### src/rtl/dsps_defs.vh
// Purpose: Shared offsets, field positions and reset values for the
//          converter sync and PLL status register bank.
// Assumes: 8-bit registers on an 8-bit register address.
// Notes:   Definitions only.
`ifndef DSPS_DEFS_VH
`define DSPS_DEFS_VH

`define DSPS_ADDR_LOOP_DIV 8'h0d
`define DSPS_ADDR_PLL_STAT 8'h0e
`define DSPS_ADDR_BAND_STAT 8'h0f
`define DSPS_ADDR_SYNC_CFG 8'h10
`define DSPS_ADDR_PHASE_TGT 8'h11
`define DSPS_ADDR_SYNC_FLAGS 8'h12
`define DSPS_ADDR_PHASE_MEAS 8'h13

`define DSPS_PLL_LOCK_BIT 7
`define DSPS_CFG_EN_BIT 7
`define DSPS_CFG_RATE_BIT 6
`define DSPS_CFG_EDGE_BIT 3
`define DSPS_FLAG_LOST_BIT 7
`define DSPS_FLAG_LOCKED_BIT 6

`define DSPS_RST_LOOP_DIV 2'h1
`define DSPS_RST_SYNC_CFG 8'h48
`define DSPS_RST_PHASE_TGT 6'h00

`define DSPS_RATIO_00 5'h02
`define DSPS_RATIO_01 5'h04
`define DSPS_RATIO_10 5'h08
`define DSPS_RATIO_11 5'h10

`define DSPS_PHASE_PERIOD 7'h40

`endif

### src/rtl/dsps_phase_avg.v
// Purpose: Averages measured sync phases over a power-of-two window.
// Assumes: One sample per sample_valid pulse, 6-bit integer phase.
// Notes:   Result in 6.2 format, one pulse of avg_valid per window.
`timescale 1ns/1ps
module dsps_phase_avg #(
    parameter MAX_CODE = 7
) (
    clk,
    rst,
    clear,
    sample_valid,
    sample,
    avg_code,
    avg_valid,
    avg_q
);
    input wire clk;
    input wire rst;
    input wire clear;
    input wire sample_valid;
    input wire [5:0] sample;
    input wire [2:0] avg_code;
    output reg avg_valid;
    output reg [7:0] avg_q;

    reg [12:0] sum_q;
    reg [6:0] cnt_q;
    wire [12:0] sum_next;
    wire [6:0] cnt_last;
    wire [14:0] scaled;

    assign sum_next = sum_q + {7'h00, sample};
    // Window length is two to the code, code 000 being one sample
    assign cnt_last = (7'h01 << avg_code) - 7'h01;
    // Two extra bits before the shift keep the quarter-cycle fraction
    assign scaled = {sum_next, 2'b00} >> avg_code;

    always @(posedge clk) begin
        if (rst || clear) begin
            sum_q <= 13'h0000;
            cnt_q <= 7'h00;
            avg_valid <= 1'b0;
            avg_q <= 8'h00;
        end else begin
            avg_valid <= 1'b0;
            if (sample_valid) begin
                if (cnt_q >= cnt_last) begin
                    sum_q <= 13'h0000;
                    cnt_q <= 7'h00;
                    avg_valid <= 1'b1;
                    avg_q <= scaled[7:0];
                end else begin
                    sum_q <= sum_next;
                    cnt_q <= cnt_q + 7'h01;
                end
            end
        end
    end
endmodule

### src/rtl/dsps_top.v
// Purpose: Sync control/status and PLL status registers for a converter.
// Assumes: Serial-port core delivers decoded byte accesses on this port;
//          all inputs synchronous to the sample clock clk.
// Notes:   Sync edges are expected on multiples of the 64-cycle frame.
// What this block does
// - Loop divider codes 01, 10, 11 give ratios 4, 8, 16.
// - Loop divider code 00 gives ratio 2.
// - PLL status bit 7 reads lock while PLL tracks the reference clock.
// - PLL status low four bits read oscillator control voltage.
// - Second PLL status register reads six-bit oscillator band.
// - Sync runs only while config bit 7 is one; off after reset.
// - Config bit 6 picks FIFO reset rate (0) or data rate (1).
// - Config bit 3 picks falling (0) or rising (1) sync edge.
// - Averaging code sets two to the code samples per average.
// - Phase target sets output offset after sync, 0 to 63 cycles.
// - Flags bit 6 is set once synchronization is attained.
// - Flags bit 7 is set when attained sync is later lost.
// - Measured phase reads as unsigned 6.2, step of a quarter cycle.
`timescale 1ns/1ps
`include "dsps_defs.vh"
module dsps_top (
    clk,
    rst,
    reg_addr,
    reg_wdata,
    reg_wr,
    reg_rd,
    reg_rdata,
    reg_rvalid,
    pll_lock_in,
    vco_voltage_in,
    vco_band_in,
    sync_in,
    fifo_rate_tick,
    loop_divider_ratio,
    frame_start,
    sync_locked,
    sync_lost
);
    input wire clk;
    input wire rst;
    input wire [7:0] reg_addr;
    input wire [7:0] reg_wdata;
    input wire reg_wr;
    input wire reg_rd;
    output reg [7:0] reg_rdata;
    output reg reg_rvalid;
    input wire pll_lock_in;
    input wire [3:0] vco_voltage_in;
    input wire [5:0] vco_band_in;
    input wire sync_in;
    input wire fifo_rate_tick;
    output reg [4:0] loop_divider_ratio;
    output reg frame_start;
    output wire sync_locked;
    output wire sync_lost;

    function [4:0] dsps_ratio;
        input [1:0] code;
        begin
            case (code)
                2'h0: dsps_ratio = `DSPS_RATIO_00;
                2'h1: dsps_ratio = `DSPS_RATIO_01;
                2'h2: dsps_ratio = `DSPS_RATIO_10;
                default: dsps_ratio = `DSPS_RATIO_11;
            endcase
        end
    endfunction

    localparam ST_IDLE = 1'b0;
    localparam ST_RUN = 1'b1;

    reg [1:0] loop_div_q;
    reg [7:0] sync_cfg_q;
    reg [5:0] phase_tgt_q;
    reg pll_lock_q;
    reg [3:0] vco_volt_q;
    reg [5:0] vco_band_q;
    reg sync_prev_q;
    reg state_q;
    reg [5:0] frame_cnt_q;
    reg locked_q;
    reg lost_q;
    reg [7:0] meas_q;
    reg meas_valid_q;
    reg [5:0] meas_phase_q;

    wire sync_en;
    wire rate_data;
    wire edge_rise;
    wire edge_seen;
    wire edge_qual;
    wire avg_valid;
    wire [7:0] avg_val;
    wire [5:0] phase_now;

    assign sync_en = sync_cfg_q[`DSPS_CFG_EN_BIT];
    assign rate_data = sync_cfg_q[`DSPS_CFG_RATE_BIT];
    assign edge_rise = sync_cfg_q[`DSPS_CFG_EDGE_BIT];
    assign edge_seen = edge_rise ? (sync_in && !sync_prev_q)
                                 : (!sync_in && sync_prev_q);
    // FIFO rate mode only honours edges that coincide with a FIFO reset
    assign edge_qual = sync_en && edge_seen
                       && (rate_data || fifo_rate_tick);
    // Offset of the edge from the frame, equals target when aligned
    assign phase_now = phase_tgt_q - frame_cnt_q;
    assign sync_locked = locked_q;
    assign sync_lost = lost_q;

    // Software-writable registers; status addresses ignore writes
    always @(posedge clk) begin
        if (rst) begin
            loop_div_q <= `DSPS_RST_LOOP_DIV;
            sync_cfg_q <= `DSPS_RST_SYNC_CFG;
            phase_tgt_q <= `DSPS_RST_PHASE_TGT;
        end else if (reg_wr) begin
            case (reg_addr)
                `DSPS_ADDR_LOOP_DIV: loop_div_q <= reg_wdata[1:0];
                `DSPS_ADDR_SYNC_CFG: sync_cfg_q <= reg_wdata & 8'hcf;
                `DSPS_ADDR_PHASE_TGT: phase_tgt_q <= reg_wdata[5:0];
                default: loop_div_q <= loop_div_q;
            endcase
        end
    end

    // Status inputs are sampled every cycle so reads show live state
    always @(posedge clk) begin
        if (rst) begin
            pll_lock_q <= 1'b0;
            vco_volt_q <= 4'h0;
            vco_band_q <= 6'h00;
            loop_divider_ratio <= `DSPS_RATIO_01;
        end else begin
            pll_lock_q <= pll_lock_in;
            vco_volt_q <= vco_voltage_in;
            vco_band_q <= vco_band_in;
            loop_divider_ratio <= dsps_ratio(loop_div_q);
        end
    end

    always @(posedge clk) begin
        if (rst) begin
            reg_rdata <= 8'h00;
            reg_rvalid <= 1'b0;
        end else begin
            reg_rvalid <= reg_rd;
            if (reg_rd) begin
                case (reg_addr)
                    `DSPS_ADDR_LOOP_DIV:
                        reg_rdata <= {6'h00, loop_div_q};
                    `DSPS_ADDR_PLL_STAT:
                        reg_rdata <= {pll_lock_q, 3'h0, vco_volt_q};
                    `DSPS_ADDR_BAND_STAT:
                        reg_rdata <= {2'h0, vco_band_q};
                    `DSPS_ADDR_SYNC_CFG:
                        reg_rdata <= sync_cfg_q;
                    `DSPS_ADDR_PHASE_TGT:
                        reg_rdata <= {2'h0, phase_tgt_q};
                    `DSPS_ADDR_SYNC_FLAGS:
                        reg_rdata <= {lost_q, locked_q, 6'h00};
                    `DSPS_ADDR_PHASE_MEAS:
                        reg_rdata <= meas_q;
                    default:
                        reg_rdata <= 8'h00;
                endcase
            end
        end
    end

    // First qualified edge aligns the frame; later edges are measured
    always @(posedge clk) begin
        if (rst) begin
            sync_prev_q <= 1'b0;
            state_q <= ST_IDLE;
            frame_cnt_q <= 6'h00;
            frame_start <= 1'b0;
            meas_valid_q <= 1'b0;
            meas_phase_q <= 6'h00;
        end else begin
            sync_prev_q <= sync_in;
            frame_cnt_q <= frame_cnt_q + 6'h01;
            frame_start <= sync_en && state_q == ST_RUN
                           && frame_cnt_q == phase_tgt_q;
            meas_valid_q <= 1'b0;
            case (state_q)
                ST_IDLE: begin
                    if (edge_qual) begin
                        frame_cnt_q <= 6'h01;
                        state_q <= ST_RUN;
                    end
                end
                ST_RUN: begin
                    if (!sync_en) begin
                        state_q <= ST_IDLE;
                    end else if (edge_qual) begin
                        meas_valid_q <= 1'b1;
                        meas_phase_q <= phase_now;
                    end
                end
                default: state_q <= ST_IDLE;
            endcase
        end
    end

    dsps_phase_avg #(
        .MAX_CODE(7)
    ) u_avg (
        .clk(clk),
        .rst(rst),
        .clear(!sync_en),
        .sample_valid(meas_valid_q),
        .sample(meas_phase_q),
        .avg_code(sync_cfg_q[2:0]),
        .avg_valid(avg_valid),
        .avg_q(avg_val)
    );

    // Lost is sticky until sync is disabled; a loss beats any clearing
    always @(posedge clk) begin
        if (rst) begin
            locked_q <= 1'b0;
            lost_q <= 1'b0;
            meas_q <= 8'h00;
        end else if (avg_valid) begin
            meas_q <= avg_val;
            if (avg_val == {phase_tgt_q, 2'b00}) begin
                locked_q <= 1'b1;
            end else if (locked_q) begin
                locked_q <= 1'b0;
                lost_q <= 1'b1;
            end
        end else if (!sync_en) begin
            locked_q <= 1'b0;
            lost_q <= 1'b0;
        end
    end
endmodule

### config.mk
export PLATFORM = sky130hd
export DESIGN_NAME = dsps_top
export DESIGN_NICKNAME = d
export VERILOG_FILES = /design/src/rtl/dsps_phase_avg.v /design/src/rtl/dsps_top.v
export VERILOG_INCLUDE_DIRS = /design/src /design/src/rtl
export SDC_FILE = /design/constraint.sdc
export NUM_CORES = 1
export LEC_CHECK = 0
export ABC_AREA = 1
export BUFFER_PORTS_ARGS = -buffer_cell sky130_fd_sc_hd__buf_4
export CAP_MARGIN = 30
export CORE_MARGIN = 3
export CORE_UTILIZATION = 35
export CTS_BUF_LIST = sky130_fd_sc_hd__clkbuf_16
export CTS_CLUSTER_DIAMETER = 60
export DETAILED_ROUTE_END_ITERATION = 10
export PLACE_DENSITY_LB_ADDON = 0.05
export SLEW_MARGIN = 20
export SYNTH_ARGS = -nofsm -noshare
export SYNTH_HDL_FRONTEND = slang
export SYNTH_SLANG_ARGS = --single-unit
export TNS_END_PERCENT = 20
### constraint.sdc
create_clock -name clk -period 2.61 [get_ports clk]
set_input_delay 0.522 -clock clk [delete_from_list [all_inputs] [get_ports clk]]
set_output_delay 0.522 -clock clk [all_outputs]
set_load 0.03 [all_outputs]
After elaboration in Yosys (flattened, before gate mapping)
Cells that the tools add are included.
{"block": "op_classes", "n_shift": 2, "n_lt_le_gt_ge": 1, "n_mux": 17, "reduce_logical": 20, "eq_ne": 14, "bitwise": 3, "add_sub_neg": 5}
{"operator": "case mux 8 bit (7 select lines)", "n": 1}
{"operator": "equality test 8 x 5 -> 1 bit (second input constant)", "n": 4}
{"operator": "equality test 8 x 4 -> 1 bit (second input constant)", "n": 3}
{"operator": "case mux 5 bit (3 select lines)", "n": 1}
{"operator": ">> shifter 15 x 3 -> 8 bit", "n": 1}
{"operator": "adder 13 x 6 -> 13 bit", "n": 1}
{"operator": "two-way mux 13 bit", "n": 1}
{"operator": "two-way mux 6 bit", "n": 2}
{"operator": "two-way mux 1 bit", "n": 10}
{"operator": "equality test 8 bit", "n": 1}
{"operator": "AND reduction 2 bit", "n": 4}
{"operator": "adder 7 x 1 -> 7 bit (second input constant)", "n": 1}
{"operator": "greater-or-equal comparator 7 bit", "n": 1}
{"operator": "two-way mux 7 bit", "n": 1}
{"operator": "<< shifter 1 x 3 -> 7 bit (first input constant)", "n": 1}
{"operator": "subtractor 7 x 1 -> 7 bit (second input constant)", "n": 1}
{"operator": "adder 6 x 1 -> 6 bit (second input constant)", "n": 1}
{"operator": "equality test 6 bit", "n": 1}
{"operator": "logical AND 1 bit", "n": 6}
{"operator": "AND reduction 3 bit", "n": 2}
{"operator": "subtractor 6 bit", "n": 1}
{"operator": "!= test 2 bit (second input constant)", "n": 2}
{"operator": "logical NOT 1 bit", "n": 3}
{"operator": "NOT 1 bit", "n": 3}
{"operator": "other kinds (8)", "n": 9}
{"block": "totals", "register_bits": 94, "in_bits": 33, "elab_cells": 84}

Logic depth before layout (Yosys ltp)
{"block": "depth", "ltp_word": 7, "ltp_mapped": 17}

Hierarchy
A second synthesis with hierarchy kept.
{"block": "unflattened", "cells_unflattened": 742, "area_unflattened_um2": 5104.9}
{"module": "dsps_top", "area_per_inst_um2": 2885.3, "cells_per_inst": 383, "n_inst": 1}
{"module": "dsps_phase_avg", "area_per_inst_um2": 2219.6, "cells_per_inst": 359, "n_inst": 1}

Worst setup path before layout
Ideal clock, no wire load.
{"block": "synth_path", "path_kind": "register to register", "start": "reg sync_cfg_q[0]", "end": "reg u_avg.avg_q[6]", "path_stages_with_launch": 17, "setup_time_ns": 0.114, "slack_ns": 0.029, "period_less_slack_ns": 2.581, "t_arrival_ns": 2.467, "cell_sequence": "dfxtp_1 > clkinv_1 > nor2_1 > nand2_1 > ha_1 > o21ai_0 > a21oi_1 > xor2_1 > ha_1 > nand2_1 > inv_1 > nand4_1 > o2111ai_2 > nand3_1 > clkinv_1 > nand3_1 > nand2_1"}
{"block": "synth_between", "elab_chain_cells": 4}
{"element": "start, declared", "line_no": "dsps_top.v:74", "source": "reg [7:0] sync_cfg_q;"}
{"element": "start signal, assigned", "line_no": "dsps_top.v:114", "source": "sync_cfg_q <= `DSPS_RST_SYNC_CFG;"}
{"element": "start signal, assigned", "line_no": "dsps_top.v:119", "source": "`DSPS_ADDR_SYNC_CFG: sync_cfg_q <= reg_wdata & 8'hcf;"}
{"element": "<< shifter 1 x 3 -> 7 bit", "line_no": "dsps_phase_avg.v:34", "source": "assign cnt_last = (7'h01 << avg_code) - 7'h01;"}
{"element": "subtractor 7 x 1 -> 7 bit", "line_no": "dsps_phase_avg.v:34"}
{"element": "greater-or-equal comparator 7 bit", "line_no": "dsps_phase_avg.v:47", "source": "if (cnt_q >= cnt_last) begin"}
{"element": "AND reduction 2 bit (no line)"}
{"element": "end signal, assigned", "line_no": "dsps_phase_avg.v:51", "source": "avg_q <= scaled[7:0];"}
{"element": "end, declared", "line_no": "dsps_phase_avg.v:24", "source": "output reg [7:0] avg_q;"}
Parallel ways exist; a longest one is shown, timed or not.
A chain may end at the register's enable or synchronous reset.

Worst setup path in the final report
{"block": "layout_path", "start": "reg sync_cfg_q[0]", "end": "reg u_avg.sum_q[8]"}
{"block": "layout_between", "elab_chain_cells": 4}
{"element": "<< shifter 1 x 3 -> 7 bit", "line_no": "dsps_phase_avg.v:34"}
{"element": "subtractor 7 x 1 -> 7 bit", "line_no": "dsps_phase_avg.v:34"}
{"element": "greater-or-equal comparator 7 bit", "line_no": "dsps_phase_avg.v:47"}
{"element": "two-way mux 13 bit", "line_no": "dsps_phase_avg.v:47"}
{"element": "end signal, assigned", "line_no": "dsps_phase_avg.v:53", "source": "sum_q <= sum_next;"}
{"element": "end, declared", "line_no": "dsps_phase_avg.v:26", "source": "reg [12:0] sum_q;"}
No other way between the ends.

==> impl_metrics.py <==
metrics = {
    "die": {
        "initial_core_util_pct": 36.5,
        "dieArea_sq_mm": 0.0155,
        "core_area_sq_mm": 0.0135,
        "die_w_um": 125,
        "ios": 50,
        "rows": 42,
        "dieHeight_um": 125,
    },
    "clock_network": {
        "cts_max_level": 3,
        "cts_buffer_depth": 2,
        "cts_root_buffer": "clkbuf_16",
        "cts.sinks": 93,
        "cts_buffers": 9,
        "clkLatencyLatePin_ps": 350,
        "clk_transition_reported_paths_ps": 70,
        "tritoncts": "yes",
    },
    "drt": {
        "dr.pass1.iters": 4,
        "route.met3.wl_um": 428,
        "viasPerCell": 4.85,
        "top_layer_used": "met4",
        "routed_wl_um": 13200,
        "drtAntennaViolNets": 0,
        "drt_iter0_markers": 225,
        "wl_met1_um": 6420,
        "drc": 0,
        "route.met2.wl_um": 5990,
        "num_vias": 4499,
        "wl_per_cell_um": 14.3,
    },
    "critical_path": {
        "worstSetupPathType": "reg2reg",
        "setup.worst_path.start_class": "flip-flop",
        "cp_cell_sequence": "nor2_2 -> nand2_1 -> ha_2 -> o21ai_2 -> buf_4 -> xnor2_1 -> ha_1 -> a21oi_1 -> o2111ai_4 -> nor2_4 -> clkbuf_16 -> nand3_1 -> a21oi_1",
        "cp_max_fo": 7,
        "cp_slowest_cell": "dfxtp_4",
        "setup.worst_path.end_class": "flip-flop",
        "cp_slowest_stage_delay_ps": 360,
        "cp.required_ps": 2890,
        "arrival_ps": 2770,
        "cp_common_cell": "a21oi_1",
    },
    "global_routing": {
        "grt-ovfl-total": 0,
        "grt_pass1_vias": 4478,
        "antenna_found_initial": 0,
        "grt_pass1_wl_um": 21700,
        "grt_util_all_layers_pct": 17.2,
        "grt_max_degree": 31,
    },
    "logic_synthesis": {
        "synth-warning-count": 0,
        "ys.flop_type": "dfxtp_1",
        "synth_area_sq_mm": 0.00492,
        "postSynth.asyncResetShare_pct": 0,
        "syn_avg_cell_area_sq_um": 7.11,
        "synthAdderAreaFrac_pct": 6.15,
        "syn_inst": 692,
        "seq_area_frac_synth_pct": 37.8,
        "muxShareOfSynthArea_pct": 0,
        "synth_most_common_cell": "nand2_1",
        "syn-num-nets": 748,
        "yosysTopAreaCell": "dfxtp_1",
        "synth_top_area_share_pct": 37.8,
        "synth_top_family_by_area": "simple AND/OR/NAND/NOR gates",
        "synthSimpleGateAreaFrac_pct": 30.5,
        "synth-seq-cells": 93,
        "synthXorXnorAreaFrac_pct": 4.45,
        "synth_edf_count": 0,
        "synthTopCellsByArea": "dfxtp_1, nand2_1, a21oi_1",
        "synth_cell_type_count": 42,
        "synth_compound_area_share_pct": 12.6,
        "synth_commonest_cells": "nand2_1, dfxtp_1, inv_1",
    },
    "layout": {
        "layout.nets": 803,
        "syn_to_final_growth_pct": 20.2,
        "diodes": 0,
        "nFillCells": 1361,
        "drive_gt1_share_pct": 17.0,
        "fin_util_pct": 43.8,
    },
    "timing": {
        "worst_slew_margin_rel_pct": 58.8,
        "period_minus_slack_ps": 2490,
        "skew_ps": 5.64,
        "worstMarginPinSlew_ps": 616,
        "fmax_ghz": 0.402,
        "hold_slack_ps": 374,
        "setup_violations": 0,
        "rsz0062_at_grt": "false",
        "maxSlewViolCount": 0,
        "hold_violations": 0,
        "finalCritPeriodShare_pct": 95.3,
        "finalSetupTns_ps": 0,
    },
    "min_path": {
        "hold_path_class": "in2reg",
    },
    "power_and_ir_drop": {
        "total_power_mw": 2.97,
        "p_leak_nw": 2.63,
        "ir_drop_uv": 300,
        "p_per_area_mw_per_mm2": 502,
    },
    "place": {
        "hpwl_um": 9960,
        "gp_congestion": 0.815,
        "portBuffers": 48,
    },
    "run_status": {
        "status": "finished clean",
    },
    "job": {
        "drv_cap": 0,
    },
}
cell families (layout without fill, tap and decap cells):
| logic type | Yosys count | after routing |
|---|---|---|
| AND/OR/NAND/NOR | 339 | 339 |
| XOR/XNOR | 25 | 25 |
| adder cells (fa/ha/maj) | 23 | 23 |
| AO/OA/AOI/OAI | 112 | 112 |
| flip-flops | 93 | 93 |
| other | 1 | 1 |
| buffers and inverters | 99 | 159 |
sequential cells by signal, indices dropped and copies added, names as in the netlist, 2 cells and up:
signal and cells:
u_avg.sum_q 13, meas_q 8, reg_rdata 8, u_avg.avg_q 8, u_avg.cnt_q 7, frame_cnt_q 6, meas_phase_q 6, phase_tgt_q 6
sync_cfg_q 6, vco_band_q 6, loop_divider_ratio 4, vco_volt_q 4, loop_div_q 2
cell type report:
cell class,instances,area (sq um),share of cell area [%]
Clock inverter,7,83.8,1.42
Sequential cell,93,1870,31.6
Timing Repair Buffer,65,534,9.03
Multi-Input combinational cell,500,2690,45.5
Tap cell,176,220,3.72
Inverter,78,294,4.97
Clock buffer,9,225,3.81
routing by layer:
metal	track usage (%)	vias up
li1	-	2347
met4	9.03	0
met2	27.0	84
met1	22.6	2042
met5	0	-
met3	3.17	26
what timing repair did:
item	in CTS	in global routing
cloned	0	1
pin swaps	0	7
setup endpoints to repair	27	29
buffers inserted	0	3
gates resized for setup	1	19
hold buffers	0	0
path summary, 6_finish.rpt:
check | start | end | slack [ps] | cells past startpoint
min | pll_lock_in | pll_lock_q$_SDFF_PP0_ | 370 | 3
max reg2reg | sync_cfg_q[0]$_SDFFE_PP0P_ | u_avg.sum_q[8]$_SDFFE_PP0P_ | 120 | 13
max | sync_cfg_q[0]$_SDFFE_PP0P_ | u_avg.sum_q[8]$_SDFFE_PP0P_ | 120 | 13
min reg2reg | loop_div_q[0]$_SDFFE_PP1P_ | loop_divider_ratio[3]$_SDFF_PP0_ | 450 | 1
critical path: cells and delay by family, from the launching register on:
kind,cells,cell delay (ps)
AOI/OAI and AO/OA,4,620
and+or+nand+nor,4,520
adders and majority gates,2,480
DFF,1,360
buffers and inverters,2,320
xor gates and xnor gates,1,120
layout by cell type, fill, tap and decap left out, types with 2 or more instances in the layout:
cell       netlist  layout
buf_12           0       2
o21ai_1          5       5
xnor2_1          8       8
nand4_1          7       7
a21oi_1         56      53
bufinv_16        0       2
clkinv_1         4       2
o211ai_1         7       7
inv_2            6       8
nand2_2         13      14
nand2_1        179     178
clkinv_2         0       2
buf_4            3      61
fa_1             2       2
nor4_1           2       2
nor2_2           4       5
o21ai_0         34      33
nor3_1           7       7
dfxtp_1         93      91
xor2_1          17      17
nor2_1          56      54
ha_1            21      20
inv_1           68      70
o22ai_1          4       4
nand3_2          5       6
a21oi_2          0       3
nand3b_1         2       2
nand3_1         55      54
dfxtp_4          0       2
clkbuf_16        0      10
nor2_4           3       4
report_power, final:
group	total (mW)	internal [mW]	switching, mW
registers	1.44	1.43	0.00908
logic	0.139	0.0647	0.0744
clock network	1.39	0.828	0.563
stage by stage:
step | setup slack [ps] | cells | area [sq um]
global route | 0.863 | 928 | 5920
floorplan | 28.9 | 692 | 4920
global placement | 49.4 | 908 | 5490
CTS | -45.4 | 924 | 5800
finish | 123 | 928 | 5920
detailed placement | -87.4 | 908 | 5490
Note: power is estimated with default switching activity, not from simulation.
